<file path="config.mk">
export PLATFORM = sky130hd
export DESIGN_NAME = prescaled_timer
export DESIGN_NICKNAME = d
export VERILOG_FILES = /design/src/include/prescaled_timer_pkg.sv /design/src/core/prescaled_timer.sv
export SDC_FILE = /design/constraint.sdc
export NUM_CORES = 1
export LEC_CHECK = 0
export ABC_AREA = 1
export BUFFER_PORTS_ARGS = -buffer_cell sky130_fd_sc_hd__clkbuf_2
export CORE_MARGIN = 10
export CORE_UTILIZATION = 40
export CTS_CLUSTER_DIAMETER = 60
export DETAILED_ROUTE_END_ITERATION = 6
export REMOVE_ABC_BUFFERS = 1
export SETUP_SLACK_MARGIN = 0.4
export SLEW_MARGIN = 25
export SYNTH_ARGS = -nofsm -noshare
export SYNTH_HDL_FRONTEND = slang
export SYNTH_SLANG_ARGS = --single-unit
</file>
<file path="constraint.sdc">
create_clock -name hclk -period 2.74 [get_ports hclk]
set_input_delay 0.274 -clock hclk [delete_from_list [all_inputs] [get_ports hclk]]
set_output_delay 0.274 -clock hclk [all_outputs]
set_load 0.005 [all_outputs]
</file>
<file path="src/include/prescaled_timer_pkg.sv">
// register map, field layout, reset values and codes of the prescaled reload timer
package prescaled_timer_pkg;
  // register indices; byte address is four times the index
  localparam logic [9:0] IDX_CTRL = 10'h100;
  localparam logic [9:0] IDX_IOCTL = 10'h101;
  localparam logic [9:0] IDX_MODE = 10'h102;
  localparam logic [9:0] IDX_PRE = 10'h103;
  localparam logic [9:0] IDX_MAIN = 10'h104;
  localparam logic [9:0] IDX_ROUTE = 10'h105;
  localparam int IDX_LSB = 2;
  localparam int IDX_W = 10;
  // control register fields
  localparam int CTRL_RUN = 0;
  localparam int CTRL_STAT = 1;
  localparam int CTRL_HALT = 2;
  localparam int CTRL_EDGE = 4;
  localparam int CTRL_UNDF = 5;
  // mode register fields
  localparam int MODE_LSB = 0;
  localparam int SRC_LSB = 4;
  localparam int SRC_CUT = 7;
  localparam logic [2:0] MODE_TIMER = 3'h0;
  localparam logic [2:0] MODE_FIRST_BAD = 3'h5;
  // count source codes
  localparam logic [2:0] SRC_DIV1 = 3'h0;
  localparam logic [2:0] SRC_DIV8 = 3'h1;
  localparam logic [2:0] SRC_OSC = 3'h2;
  localparam logic [2:0] SRC_DIV2 = 3'h3;
  localparam logic [2:0] SRC_SUB32 = 3'h4;
  localparam logic [2:0] SRC_SUB = 3'h6;
  // pin routing codes
  localparam logic [1:0] ROUTE_NONE = 2'h0;
  localparam logic [1:0] ROUTE_A = 2'h1;
  localparam logic [1:0] ROUTE_B = 2'h2;
  // reset values, divider last counts and the NONSEQ transfer code
  localparam logic [7:0] RST_CNT = 8'hFF;
  localparam logic [7:0] RST_REG = 8'h00;
  localparam logic [2:0] DIV8_LAST = 3'h7;
  localparam logic [4:0] SUB32_LAST = 5'h1F;
  localparam logic [1:0] HTRANS_NONSEQ = 2'h2;
endpackage

</file>
<file path="src/core/prescaled_timer.sv">
// prescaled reload timer, timer mode, with AHB-Lite register slave
//
// Decided for this implementation: register access over AHB-Lite.
`timescale 1ns/1ps
module prescaled_timer #(
  parameter int ADDR_W = 12
) (
  // clock and reset
  input wire logic hclk,
  input wire logic hresetn,
  // ahb-lite slave
  input wire logic hsel,
  input wire logic [ADDR_W-1:0] haddr,
  input wire logic [1:0] htrans,
  input wire logic hwrite,
  input wire logic [2:0] hsize,
  input wire logic [31:0] hwdata,
  input wire logic hready,
  output logic [31:0] hrdata_q,
  output logic hreadyout_q,
  output logic hresp_q,
  // external count sources, synchronous levels
  input wire logic onchip_osc_clock,
  input wire logic subclock,
  // events and pins
  output logic timer_irq_q,
  output logic port_pin_a_route_q,
  output logic port_pin_b_route_q,
  output logic timer_io_pin_oe_q,
  output logic timer_inverted_out_pin_oe_q
);
  if (ADDR_W < prescaled_timer_pkg::IDX_W + prescaled_timer_pkg::IDX_LSB) begin : g_chk
    $error("ADDR_W too small for register map");
  end
  logic wr_pend_q, rd_pend_q;
  logic [9:0] dp_idx_q;
  logic run_q, stat_q, undf_q;
  logic [7:0] ioctl_q, mode_q;
  logic [1:0] route_q;
  logic [7:0] pre_rld_q, pre_cnt_q, main_rld_q, main_cnt_q;
  logic pre_pend_q, main_pend_q;
  logic [2:0] div_q;
  logic [4:0] sub32_q;
  logic osc_prev_q, sub_prev_q, src_tick_q;
  logic [7:0] wdata;
  logic wr_ctrl, wr_ioctl, wr_mode, wr_pre, wr_main, wr_route;
  logic halt_wr, stopped, cnt_tick, pre_uf, main_uf;
  logic osc_edge, sub_edge, sel_tick;
  logic [7:0] rdata;
  logic [2:0] src_sel;
  logic addr_ok;
  // bus address phase; data phase write uses the stored index
  assign addr_ok = hsel && hready && (htrans == prescaled_timer_pkg::HTRANS_NONSEQ);
  assign wdata = hwdata[7:0];
  assign wr_ctrl = wr_pend_q && (dp_idx_q == prescaled_timer_pkg::IDX_CTRL);
  assign wr_ioctl = wr_pend_q && (dp_idx_q == prescaled_timer_pkg::IDX_IOCTL);
  assign wr_mode = wr_pend_q && (dp_idx_q == prescaled_timer_pkg::IDX_MODE);
  assign wr_pre = wr_pend_q && (dp_idx_q == prescaled_timer_pkg::IDX_PRE);
  assign wr_main = wr_pend_q && (dp_idx_q == prescaled_timer_pkg::IDX_MAIN);
  assign wr_route = wr_pend_q && (dp_idx_q == prescaled_timer_pkg::IDX_ROUTE);
  assign halt_wr = wr_ctrl && wdata[prescaled_timer_pkg::CTRL_HALT];
  assign stopped = !run_q && !stat_q;
  always_ff @(posedge hclk or negedge hresetn) begin
    if (!hresetn) begin
      wr_pend_q <= 1'b0;
      rd_pend_q <= 1'b0;
      dp_idx_q <= 10'h000;
    end else if (addr_ok) begin
      wr_pend_q <= hwrite;
      rd_pend_q <= !hwrite;
      dp_idx_q <= haddr[prescaled_timer_pkg::IDX_LSB +: prescaled_timer_pkg::IDX_W];
    end else begin
      wr_pend_q <= 1'b0;
      rd_pend_q <= 1'b0;
    end
  end
  // reads take one wait state so a write just before is already visible
  always_comb begin
    rdata = 8'h00;
    case (dp_idx_q)
      prescaled_timer_pkg::IDX_CTRL: begin
        rdata[prescaled_timer_pkg::CTRL_RUN] = run_q;
        rdata[prescaled_timer_pkg::CTRL_STAT] = stat_q;
        rdata[prescaled_timer_pkg::CTRL_UNDF] = undf_q; // halt bit reads zero
      end
      prescaled_timer_pkg::IDX_IOCTL: rdata = ioctl_q;
      prescaled_timer_pkg::IDX_MODE: rdata = mode_q;
      prescaled_timer_pkg::IDX_PRE: rdata = pre_cnt_q; // live value
      prescaled_timer_pkg::IDX_MAIN: rdata = main_cnt_q;
      prescaled_timer_pkg::IDX_ROUTE: rdata = {6'h00, route_q};
      default: rdata = 8'h00;
    endcase
  end

  always_ff @(posedge hclk or negedge hresetn) begin
    if (!hresetn) begin
      hrdata_q <= 32'h00000000;
      hreadyout_q <= 1'b1;
      hresp_q <= 1'b0;
    end else begin
      hresp_q <= 1'b0;
      hreadyout_q <= !(addr_ok && !hwrite);
      if (rd_pend_q) begin
        hrdata_q <= {24'h000000, rdata};
      end
    end
  end
  // configuration registers
  always_ff @(posedge hclk or negedge hresetn) begin
    if (!hresetn) begin
      ioctl_q <= prescaled_timer_pkg::RST_REG;
      mode_q <= prescaled_timer_pkg::RST_REG;
      route_q <= prescaled_timer_pkg::ROUTE_NONE;
    end else begin
      if (wr_ioctl) begin
        ioctl_q <= wdata;
      end
      // prohibited mode codes leave the old mode in place
      if (wr_mode && (wdata[2:0] < prescaled_timer_pkg::MODE_FIRST_BAD)) begin
        mode_q <= {wdata[7:4], 1'b0, wdata[2:0]};
      end
      if (wr_route) begin
        route_q <= wdata[1:0]; // upper bits not stored
      end
    end
  end
  // count source dividers and edge detectors
  assign osc_edge = onchip_osc_clock && !osc_prev_q;
  assign sub_edge = subclock && !sub_prev_q;
  assign src_sel = mode_q[prescaled_timer_pkg::SRC_LSB +: 3];

  always_ff @(posedge hclk or negedge hresetn) begin
    if (!hresetn) begin
      div_q <= 3'h0;
      sub32_q <= 5'h00;
      osc_prev_q <= 1'b0;
      sub_prev_q <= 1'b0;
    end else begin
      div_q <= div_q + 3'h1;
      osc_prev_q <= onchip_osc_clock;
      sub_prev_q <= subclock;
      if (sub_edge) begin
        sub32_q <= sub32_q + 5'h01;
      end
    end
  end

  always_comb begin
    case (src_sel)
      prescaled_timer_pkg::SRC_DIV1: sel_tick = 1'b1;
      prescaled_timer_pkg::SRC_DIV2: sel_tick = div_q[0];
      prescaled_timer_pkg::SRC_DIV8: sel_tick = (div_q == prescaled_timer_pkg::DIV8_LAST);
      prescaled_timer_pkg::SRC_OSC: sel_tick = osc_edge;
      prescaled_timer_pkg::SRC_SUB: sel_tick = sub_edge;
      prescaled_timer_pkg::SRC_SUB32:
        sel_tick = sub_edge && (sub32_q == prescaled_timer_pkg::SUB32_LAST);
      default: sel_tick = 1'b0;
    endcase
  end
  // cutoff bit gates the source; registered tick follows the source's edge one cycle later
  always_ff @(posedge hclk or negedge hresetn) begin
    if (!hresetn) begin
      src_tick_q <= 1'b0;
    end else begin
      src_tick_q <= sel_tick && !mode_q[prescaled_timer_pkg::SRC_CUT]
        && (mode_q[2:0] == prescaled_timer_pkg::MODE_TIMER);
    end
  end
  // run bit and status flag
  always_ff @(posedge hclk or negedge hresetn) begin
    if (!hresetn) begin
      run_q <= 1'b0;
      stat_q <= 1'b0;
    end else if (halt_wr || (wr_ctrl && !wdata[prescaled_timer_pkg::CTRL_RUN])) begin
      run_q <= 1'b0;
      stat_q <= 1'b0;
    end else begin
      if (wr_ctrl) begin
        run_q <= 1'b1;
      end
      if (run_q && src_tick_q) begin
        stat_q <= 1'b1;
      end
    end
  end
  assign cnt_tick = stat_q && src_tick_q;
  assign pre_uf = cnt_tick && !pre_pend_q && (pre_cnt_q == 8'h00);
  assign main_uf = pre_uf && !main_pend_q && (main_cnt_q == 8'h00);
  // prescaler stage; bus writes while counting are handed over at the next source tick, stopped writes load at once
  always_ff @(posedge hclk or negedge hresetn) begin
    if (!hresetn) begin
      pre_rld_q <= prescaled_timer_pkg::RST_CNT;
      pre_cnt_q <= prescaled_timer_pkg::RST_CNT;
      pre_pend_q <= 1'b0;
    end else if (halt_wr) begin
      pre_rld_q <= prescaled_timer_pkg::RST_CNT;
      pre_cnt_q <= prescaled_timer_pkg::RST_CNT;
      pre_pend_q <= 1'b0;
    end else if (wr_pre) begin
      pre_rld_q <= wdata;
      if (stopped) begin
        pre_cnt_q <= wdata;
        pre_pend_q <= 1'b0;
      end else begin
        pre_pend_q <= 1'b1;
        // an underflow in the write cycle still reloads instead of wrapping to FF
        if (cnt_tick) begin
          pre_cnt_q <= (pre_cnt_q == 8'h00) ? pre_rld_q : pre_cnt_q - 8'h01;
        end
      end
    end else if (cnt_tick) begin
      if (pre_pend_q) begin
        pre_cnt_q <= pre_rld_q;
        pre_pend_q <= 1'b0;
      end else if (pre_cnt_q == 8'h00) begin
        pre_cnt_q <= pre_rld_q;
      end else begin
        pre_cnt_q <= pre_cnt_q - 8'h01;
      end
    end
  end
  // main stage steps on prescaler underflow only
  always_ff @(posedge hclk or negedge hresetn) begin
    if (!hresetn) begin
      main_rld_q <= prescaled_timer_pkg::RST_CNT;
      main_cnt_q <= prescaled_timer_pkg::RST_CNT;
      main_pend_q <= 1'b0;
    end else if (halt_wr) begin
      main_rld_q <= prescaled_timer_pkg::RST_CNT;
      main_cnt_q <= prescaled_timer_pkg::RST_CNT;
      main_pend_q <= 1'b0;
    end else if (wr_main) begin
      main_rld_q <= wdata;
      if (stopped) begin
        main_cnt_q <= wdata;
        main_pend_q <= 1'b0;
      end else begin
        main_pend_q <= 1'b1;
        if (pre_uf) begin
          main_cnt_q <= (main_cnt_q == 8'h00) ? main_rld_q : main_cnt_q - 8'h01;
        end
      end
    end else if (pre_uf) begin
      if (main_pend_q) begin
        main_cnt_q <= main_rld_q;
        main_pend_q <= 1'b0;
      end else if (main_cnt_q == 8'h00) begin
        main_cnt_q <= main_rld_q;
      end else begin
        main_cnt_q <= main_cnt_q - 8'h01;
      end
    end
  end
  // underflow flag: hardware set wins over a software clear
  always_ff @(posedge hclk or negedge hresetn) begin
    if (!hresetn) begin
      undf_q <= 1'b0;
      timer_irq_q <= 1'b0;
    end else begin
      timer_irq_q <= main_uf;
      if (main_uf) begin
        undf_q <= 1'b1;
      end else if (wr_ctrl && !wdata[prescaled_timer_pkg::CTRL_UNDF]) begin
        undf_q <= 1'b0;
      end
    end
  end
  // pin routing; timer mode never drives the pins
  always_ff @(posedge hclk or negedge hresetn) begin
    if (!hresetn) begin
      port_pin_a_route_q <= 1'b0;
      port_pin_b_route_q <= 1'b0;
      timer_io_pin_oe_q <= 1'b0;
      timer_inverted_out_pin_oe_q <= 1'b0;
    end else begin
      port_pin_a_route_q <= (route_q == prescaled_timer_pkg::ROUTE_A);
      port_pin_b_route_q <= (route_q == prescaled_timer_pkg::ROUTE_B);
      timer_io_pin_oe_q <= 1'b0;
      timer_inverted_out_pin_oe_q <= 1'b0;
    end
  end

  chk_route_decode: assert property (@(posedge hclk) disable iff (!hresetn)
    ##1 (port_pin_a_route_q == ($past(route_q) == 2'h1))
      && (port_pin_b_route_q == ($past(route_q) == 2'h2)))
    else $error("routing output does not match routing code");
  chk_route_upper: assert property (@(posedge hclk) disable iff (!hresetn)
    (rd_pend_q && dp_idx_q == prescaled_timer_pkg::IDX_ROUTE) |=> hrdata_q[7:2] == 6'h00)
    else $error("routing upper bits not zero");
  chk_pre_reload: assert property (@(posedge hclk) disable iff (!hresetn)
    (pre_uf && !halt_wr && !wr_pre) |=> pre_cnt_q == $past(pre_rld_q))
    else $error("prescaler did not reload on underflow");
  chk_irq_flag: assert property (@(posedge hclk) disable iff (!hresetn)
    main_uf |=> timer_irq_q && undf_q)
    else $error("underflow without request and flag");
  chk_halt_clear: assert property (@(posedge hclk) disable iff (!hresetn)
    halt_wr |=> (pre_cnt_q == 8'hFF) && (main_cnt_q == 8'hFF) && !run_q && !stat_q)
    else $error("halt did not reset timer");
  chk_flag_hold: assert property (@(posedge hclk) disable iff (!hresetn)
    (undf_q && !(wr_ctrl && !wdata[prescaled_timer_pkg::CTRL_UNDF])) |=> undf_q)
    else $error("underflow flag lost without zero write");
  chk_stopped_load: assert property (@(posedge hclk) disable iff (!hresetn)
    (wr_pre && stopped) |=> pre_cnt_q == $past(wdata))
    else $error("stopped write did not load counter");
  chk_running_hold: assert property (@(posedge hclk) disable iff (!hresetn)
    (wr_pre && !stopped && !cnt_tick && !halt_wr) |=> $stable(pre_cnt_q))
    else $error("counter changed before sync event");
  chk_main_step: assert property (@(posedge hclk) disable iff (!hresetn)
    (pre_uf && !main_pend_q && main_cnt_q != 8'h00 && !wr_main && !halt_wr)
      |=> main_cnt_q == $past(main_cnt_q) - 8'h01)
    else $error("main counter did not step on prescaler underflow");
  chk_run_start: assert property (@(posedge hclk) disable iff (!hresetn)
    (wr_ctrl && wdata[0] && !wdata[2]) |=> run_q)
    else $error("run bit not set by write");
endmodule

</file>
==> results.md, run 1 <==
* Outcome: finished, final reports clean
* Num Clock Sinks at between 80 and 90
* Synth area leaders: dfrtp_1 26%, dfstp_2 16%, nand2_1 16%
* Flops & latches, synth at between 80 and 90
* Drt first pass iters at 5
* Synth top area share at 26.3%
* P&R area growth vs syn at 10.7%
* Vias in the first global route at 4558
* Unrepaired setup endpoints after global routing: false
* Synth Warn # at 0
* R2R depth at 10
* Detailed Route WL at 14200 µm
* First-pass GRT wire length at ~23000 µm
* WS Path Type: reg2reg
* Root buf cell: clkbuf_16
* CP Max Fanout at 20
* TritonCTS clock tree: yes
* PwrDens at 530 nW/µm²
* Synth cell types at 41
* Initial antenna violation count at 0
* Total Power at 3.13 mW
* Placer Congestion at 0.914
* Vias at between 4000 and 5000
* # rows at 42
* Post-layout nets at about 830
* Post-CTS Setup Inserts at 0
* P_int at 2.22 mW
* Drt initial violations at 415
* Post-synth EDFFs at 0
* CP Launch Type: flip-flop
* Gate power share at between 10% and 20%
* # DRC at 0
* Die Area at ~18000 µm²
* Slew HR at 56.2%
* Core area at 13100 µm²
* R2R Setup Slk at slightly above 0.6 ns
* CP max stage delay at 0.45 ns
* Clock Power Share at between 30% and 40%
* Slew of the pin with the lowest slew margin at 0.654 ns
* Via density at 4.93
* Fin crit period at 2.12 ns
* Clock Path Buffers at 2
* Critical-path top delay cell: dfrtp_1
* Antenna-violating nets left at 0
* Worst-skew pair later-pin latency at 0.35 ns
* Fill cells at 1336
* Yosys top cell by area: dfrtp_1
* Maxcap violations at 0
* Endpoint class of the critical path: flip-flop
* Worst r2r src: dp_idx_q[1]$_DFFE_PN0P_
* Leakage at 3.05 nW
* CTS buffer count at 9
* Highest clock rate at 0.472 GHz
* Final period util at 77.3%
* WP data arrival at about 2.4 ns
* Largest net degree at the start of global routing at 48
* Clock skew at 0.00651 ns
* Routed len/inst at 14.9 µm
* Clk slew on worst S/H paths at 0.07 ns
* Most frequent cell after synthesis: nand2_1
* Avg Cell Area, Syn at 7.26 µm²
* Hold path depth at 1
* Final setup vio count at 0
* Net Sw Frac at 28.9%
* Port Buffers at 38
* CP startpoint: dp_idx_q[1]$_DFFE_PN0P_
* Mapped Cells at 733
* End point of the critical path: main_cnt_q[7]$_DFFE_PN1P_
* Sequential share of the synthesized area at 42.6%
* Fraction of registers with async set/reset at 100%
* GRT Overall Usage at 15.8%
* Effective utilization at floorplan at 40.5%
* Critical R2R Capture: main_cnt_q[7]$_DFFE_PN1P_
* Die width at 135 µm
* Mapped cell area at 5330 µm²
* Share of post-route cells with drive strength above 1 at 15.6%
* Ys flop type: dfrtp_1
* # diodes at 0
* # IOs at 95
* Die height at 135 µm
* Setup TNS at 0 ns
* Switch Pwr at ~0.90 mW
* H-tree depth at 3
* Fin. max-slew vios at 0
* Crit-path most repeated cell: nand2_1
* Worst path required time at 3.03 ns
* Hold Path Class: in2reg
* VDD IR max at 0.000260 V
* Most frequent cells after synthesis: 226 x nand2_1, 92 x inv_1, 72 x o21ai_0, 62 x nor2_1, 56 x dfrtp_1
* Reg power frac at 48.2%
* Placed wire-length estimate at approximately 11000 µm
* GRT overflow at 0
* Final Hold Vio Count at 0
* Crit-path cells: inv_2 -> nand2_1 -> nor2_4 -> nand4_4 -> nand2_4 -> nand2_1 -> nand2_2 -> nand2_1 -> nor2_1 -> nor2_1
==> critical path: cells and delay by family (launching register included) <==
kind	cells	cell delay, ns
flip-flops	1	0.45
AND/OR/NAND/NOR	9	1.49
buffers and inverters	1	0.12
==> flip-flops by register name, indices dropped and copies added (netlist names), 2 cells and up <==
register	count
main_rld_q	8
pre_rld_q	8
hrdata_q	8
main_cnt_q	8
ioctl_q	8
mode_q	7
sub32_q	5
pre_cnt_q	8
dp_idx_q	10
route_q	2
div_q	3
==> worst min path at each step <==
stage                     start                       to  slack [ns]
2_1_floorplan           hresetn       div_q[0]$_DFF_PN0_       -0.02
3_3_place_gp            hresetn  dp_idx_q[6]$_DFFE_PN0P_        0.33
3_5_place_dp            hresetn  dp_idx_q[6]$_DFFE_PN0P_        0.34
4_1_cts        onchip_osc_clock     osc_prev_q$_DFF_PN0_        0.03
5_1_grt        onchip_osc_clock     osc_prev_q$_DFF_PN0_        0.03
6_report       onchip_osc_clock     osc_prev_q$_DFF_PN0_        0.04
==> metrics by stage <==
step | hold slack (ns) | instance area, µm² | setup slack [ns] | utilization [%] | instances
final | 0.0384 | 5900 | 0.623 | 44.9 | 950
after global routing | 0.0292 | 5900 | 0.424 | 44.9 | 950
after CTS | 0.0335 | 5880 | 0.454 | 44.8 | 950
after detailed placement | 0.336 | 5580 | 0.469 | 42.5 | 933
after global placement | 0.329 | 5580 | 0.503 | 42.5 | 933
after floorplan | -0.0216 | 5100 | 0.904 | - | 712
==> layer usage <==
metal  share of wire, %  vias up  global-route usage (%)
met4                2.8        0                    7.00
met1                 44     2171                    20.3
met2                 48      144                    25.6
met5                  0        -                       0
li1                   -     2343                       -
met3                5.9       24                    2.74
==> cell usage in the layout, fill, tap and decap left out, types with 3 or more instances in the layout <==
master     instances
a21oi_1           13
a21oi_2            4
a31oi_1            7
buf_4              7
clkbuf_16          9
clkbuf_2          37
conb_1            27
dfrtp_1           56
dfstp_2           33
ha_1               8
inv_1             92
inv_2              5
inv_6              3
nand2_1          225
nand2_2            6
nand2_4            3
nand3_1           51
nand4_1            3
nor2_1            62
nor3_1             3
nor4_1             3
o211ai_1           5
o21ai_0           72
o21bai_1           3
o22ai_1            7
xnor2_1            3
xor2_1             3
==> cells by family (layout without fill, tap and decap cells) <==
| logic type | Yosys count | in the layout | synth area share (%) |
|---|---|---|---|
| AOI/OAI and AO/OA | 117 | 117 | 12.2 |
| xor gates and xnor gates | 6 | 6 | 0.987 |
| adders and majority gates | 8 | 8 | 1.88 |
| buffers and inverters | 145 | 160 | 12.9 |
| DFF | 89 | 89 | 42.6 |
| other | 1 | 27 | 0.0704 |
| and+or+nand+nor | 367 | 367 | 29.3 |
==> layout make-up <==
class | count | area (µm²) | area share (%)
clock inverter | 6 | 56.3 | 0.955
timing repair buffer | 46 | 268 | 4.54
tap | 176 | 220 | 3.73
inverter | 98 | 368 | 6.24
sequential | 89 | 2270 | 38.5
multi-input combinational | 525 | 2480 | 42.0
clock buffer | 10 | 239 | 4.05
==> power by group through the flow <==
stage / Sequential [mW] / Combinational, mW / Clock, mW
after floorplan: 1.51 / 0.239 / 0
after global placement: 1.52 / 0.362 / 0
after detailed placement: 1.53 / 0.375 / 0
after CTS: 1.51 / 0.379 / 1.27
after global routing: 1.52 / 0.429 / 1.34
final: 1.51 / 0.375 / 1.24
==> timing repair <==
item | in CTS | in global routing
gates resized for setup | 0 | 3
hold buffers | 1 | 0
endpoints found under the hold margin | 25 | 0
endpoints found under the setup margin | 0 | 9
Note: power is estimated with default switching activity, not from simulation.
==> run 2, diff against run 1 <==
==> constraint.sdc (replaced) <==
create_clock -name hclk -period 1.71 [get_ports hclk]
set_input_delay 0.171 -clock hclk [delete_from_list [all_inputs] [get_ports hclk]]
set_output_delay 0.171 -clock hclk [all_outputs]
set_load 0.005 [all_outputs]
==> run 2 against run 1 <==
Effect of this change: the flow now finishes with violations (negative setup slack); die area stayed put; core utilization increased by 11 points; sequential share of layout area fell by 7.6 points; largest cell class unchanged; highest routed layer unchanged.
==> results.md, run 2 (synthesis gave the netlist of run 1 again) <==
* Detailed Route WL at 16800 µm (was 14200 µm)
* Share of post-route cells with drive strength above 1 at 36.7% (was 15.6%)
* # DRC at 0 (unchanged)
* Final Util at 56.0% (was 44.9%)
* TritonCTS clock tree: yes (unchanged)
* Highest-count cells in the layout ignoring fill and taps: 194 x nand2_1, 80 x inv_1, 70 x buf_4 (was 225 x nand2_1, 92 x inv_1, 72 x o21ai_0)
* Root buf cell: clkbuf_16 (unchanged)
* CTS buffer count at 9 (unchanged)
* Die width at 135 µm (unchanged)
* Largest register FFs at 10 (unchanged)
* Effective utilization at floorplan at 40.5% (unchanged)
* Total Power at 5.35 mW (was 3.13 mW)
* Final period util at 104% (was 77.3%)
* Clock Path Buffers at 2 (unchanged)
* Fill cells at 1193 (was 1336)
* Vias in the first global route at 5263 (was 4558)
* Hold path depth at 3 (was 1)
* Fin cells at 1055 (was 950)
* Placed wire-length estimate at 11900 µm (was 10900 µm)
* Most flop-heavy register: dp_idx_q (unchanged)
* Endpoint class of the critical path: flip-flop (unchanged)
* Area taken by multi-input logic gates at 3010 µm² (was 2480 µm²)
* CP Launch Type: flip-flop (unchanged)
* Unrepaired setup endpoints after global routing: true (was false)
* CP Max Fanout at 3 (was 20)
* P&R area growth vs syn at 38.2% (was 10.7%)
* # IOs at 95 (unchanged)
* PwrDens at 727 nW/µm² (was 530 nW/µm²)
* GRT overflow at 0 (unchanged)
* WS Path Type: reg2reg (unchanged)
* Post-layout nets at 938 (was 833)
* Slew of the pin with the lowest slew margin at 0.535 ns (was 0.654 ns)
* H-tree depth at 3 (unchanged)
* Placed cells at 1003 (was 933)
* Register area at 2270 µm² (unchanged)
* Via density at 5.07 (was 4.93)
* Fin crit period at 1.79 ns (was 2.12 ns)
* Drt first pass iters at 5 (unchanged)
* Fin. max-slew vios at 0 (unchanged)
* Num Clock Sinks at 89 (unchanged)
* Hold Slack at 0.0176 ns (was 0.0384 ns)
* Leakage at 3.75 nW (was 3.05 nW)
* Initial antenna violation count at 0 (unchanged)
* Largest net degree at the start of global routing at 33 (was 48)
* Final Hold Vio Count at 0 (unchanged)
* Port Buffers at 38 (unchanged)
* Slew HR at 64.3% (was 56.2%)
* Worst path required time at 2.00 ns (was 3.03 ns)
* Maxcap violations at 0 (unchanged)
* Core area at 13100 µm² (unchanged)
* Placer Congestion at 0.915 (was 0.914)
* R2R depth at 13 (was 10)
* First-pass GRT wire length at 26500 µm (was 23200 µm)
* # diodes at 0 (unchanged)
* Antenna-violating nets left at 0 (unchanged)
* Leading cell type in the layout, fill and taps excluded: nand2_1 (unchanged)
* Die Area at 18300 µm² (unchanged)
* Worst-skew pair later-pin latency at 0.36 ns (was 0.35 ns)
* Final setup vio count at 8 (was 0)
* Vias at 5353 (was 4682)
* Worst Setup Slack, final at -0.0754 ns (was 0.623 ns)
* GRT Overall Usage at 18.2% (was 15.8%)
* Outcome: complete, but fails checks (was finished, final reports clean)
* Failing checks: negative setup slack
* WP data arrival at 2.08 ns (was 2.41 ns)
* Clk slew on worst S/H paths at 0.07 ns (about the same)
* Hold Path Class: in2reg (unchanged)
* # rows at 42 (unchanged)
* Routed len/inst at 15.9 µm (was 14.9 µm)
* Clock skew at 0.00883 ns (was 0.00651 ns)
* Die height at 135 µm (unchanged)
* Highest clock rate at 0.560 GHz (was 0.472 GHz)
* Drt initial violations at 390 (was 415)
* VDD IR max at 0.000443 V (was 0.000260 V)
[run 2: changes by cell type in the layout (fill, tap and decap cells not counted), sizes merged]
cell / delta
nand4: +1
nor2: +1
clkbuf: +1
inv: -3
clkinvlp: +1
dlygate4sd3: +3
buf: +100
clkinv: +1
[run 2: worst max-delay path, cell delays in order (launching register included)]
cell and delay [ns]:
dfstp_2 0.54, inv_2 0.06, ha_4 0.16, nand3_4 0.08, inv_2 0.05, nand2_4 0.07
buf_6 0.09, buf_6 0.10, nand3_1 0.10, nand2_1 0.08, nand2_1 0.05, a21oi_1 0.16
nor2_1 0.06, nor2_1 0.10
[run 2: cell type report]
type | instances | share of cell area [%]
clock inverters | 5 | 0.510
well taps | 176 | 2.99
flip-flops and latches | 89 | 30.8
repair buffers | 149 | 16.3
multi-input cells | 527 | 40.9
clock buffers | 11 | 3.30
inverters | 98 | 5.15
[run 2: report_power, final]
group	total, mW	switching [mW]	leakage (nW)	internal [mW]
Clock	1.94	0.905	0.133	1.03
Combinational	0.997	0.568	2.61	0.429
Sequential	2.41	0.117	1.01	2.30
[run 2: repair_timing]
item / 4_1_cts / 5_1_grt
hold buffers: 4 / 0
buffers inserted: 21 / 8
pin swaps: 27 / 25
resized for setup: 164 / 59
gates cloned: 3 / 0
endpoints found under the setup margin: 64 / 64
endpoints found under the hold margin: 24 / 0
[run 2: worst paths after layout]
check | to | start | slack (ns)
worst max-delay path | pre_cnt_q[6]$_DFFE_PN1P_ | pre_cnt_q[0]$_DFFE_PN1P_ | -0.08
worst min-delay path | dp_idx_q[8]$_DFFE_PN0P_ | haddr[10] | 0.02
worst max register to register | pre_cnt_q[6]$_DFFE_PN1P_ | pre_cnt_q[0]$_DFFE_PN1P_ | -0.08
worst min register to register | port_pin_b_route_q$_DFF_PN0_ | route_q[0]$_DFFE_PN0P_ | 0.43
max in group asynchronous | hrdata_q[6]$_DFFE_PN0P_ | hresetn | 0.67
min in group asynchronous | dp_idx_q[1]$_DFFE_PN0P_ | hresetn | 0.31
[run 2: routing by layer]
| layer | track usage (%) | vias up | part of all wire (%) |
|---|---|---|---|
| li1 | - | 2580 | - |
| met1 | 21.9 | 2533 | 41 |
| met2 | 30.3 | 196 | 49 |
| met3 | 4.78 | 44 | 7.1 |
| met4 | 7.24 | 0 | 3.3 |
| met5 | 0 | - | 0 |
[run 2: per-stage QoR]
stage | cell area, µm² | setup slack (ns) | TNS [ns]
after floorplan | 5100 | -0.126 | -1.20
after global placement | 6100 | -0.216 | -1.15
after detailed placement | 6100 | -0.193 | -1.73
after CTS | 7090 | -0.0218 | -0.0513
after global routing | 7360 | -0.138 | -1.94
final | 7360 | -0.0754 | -0.204
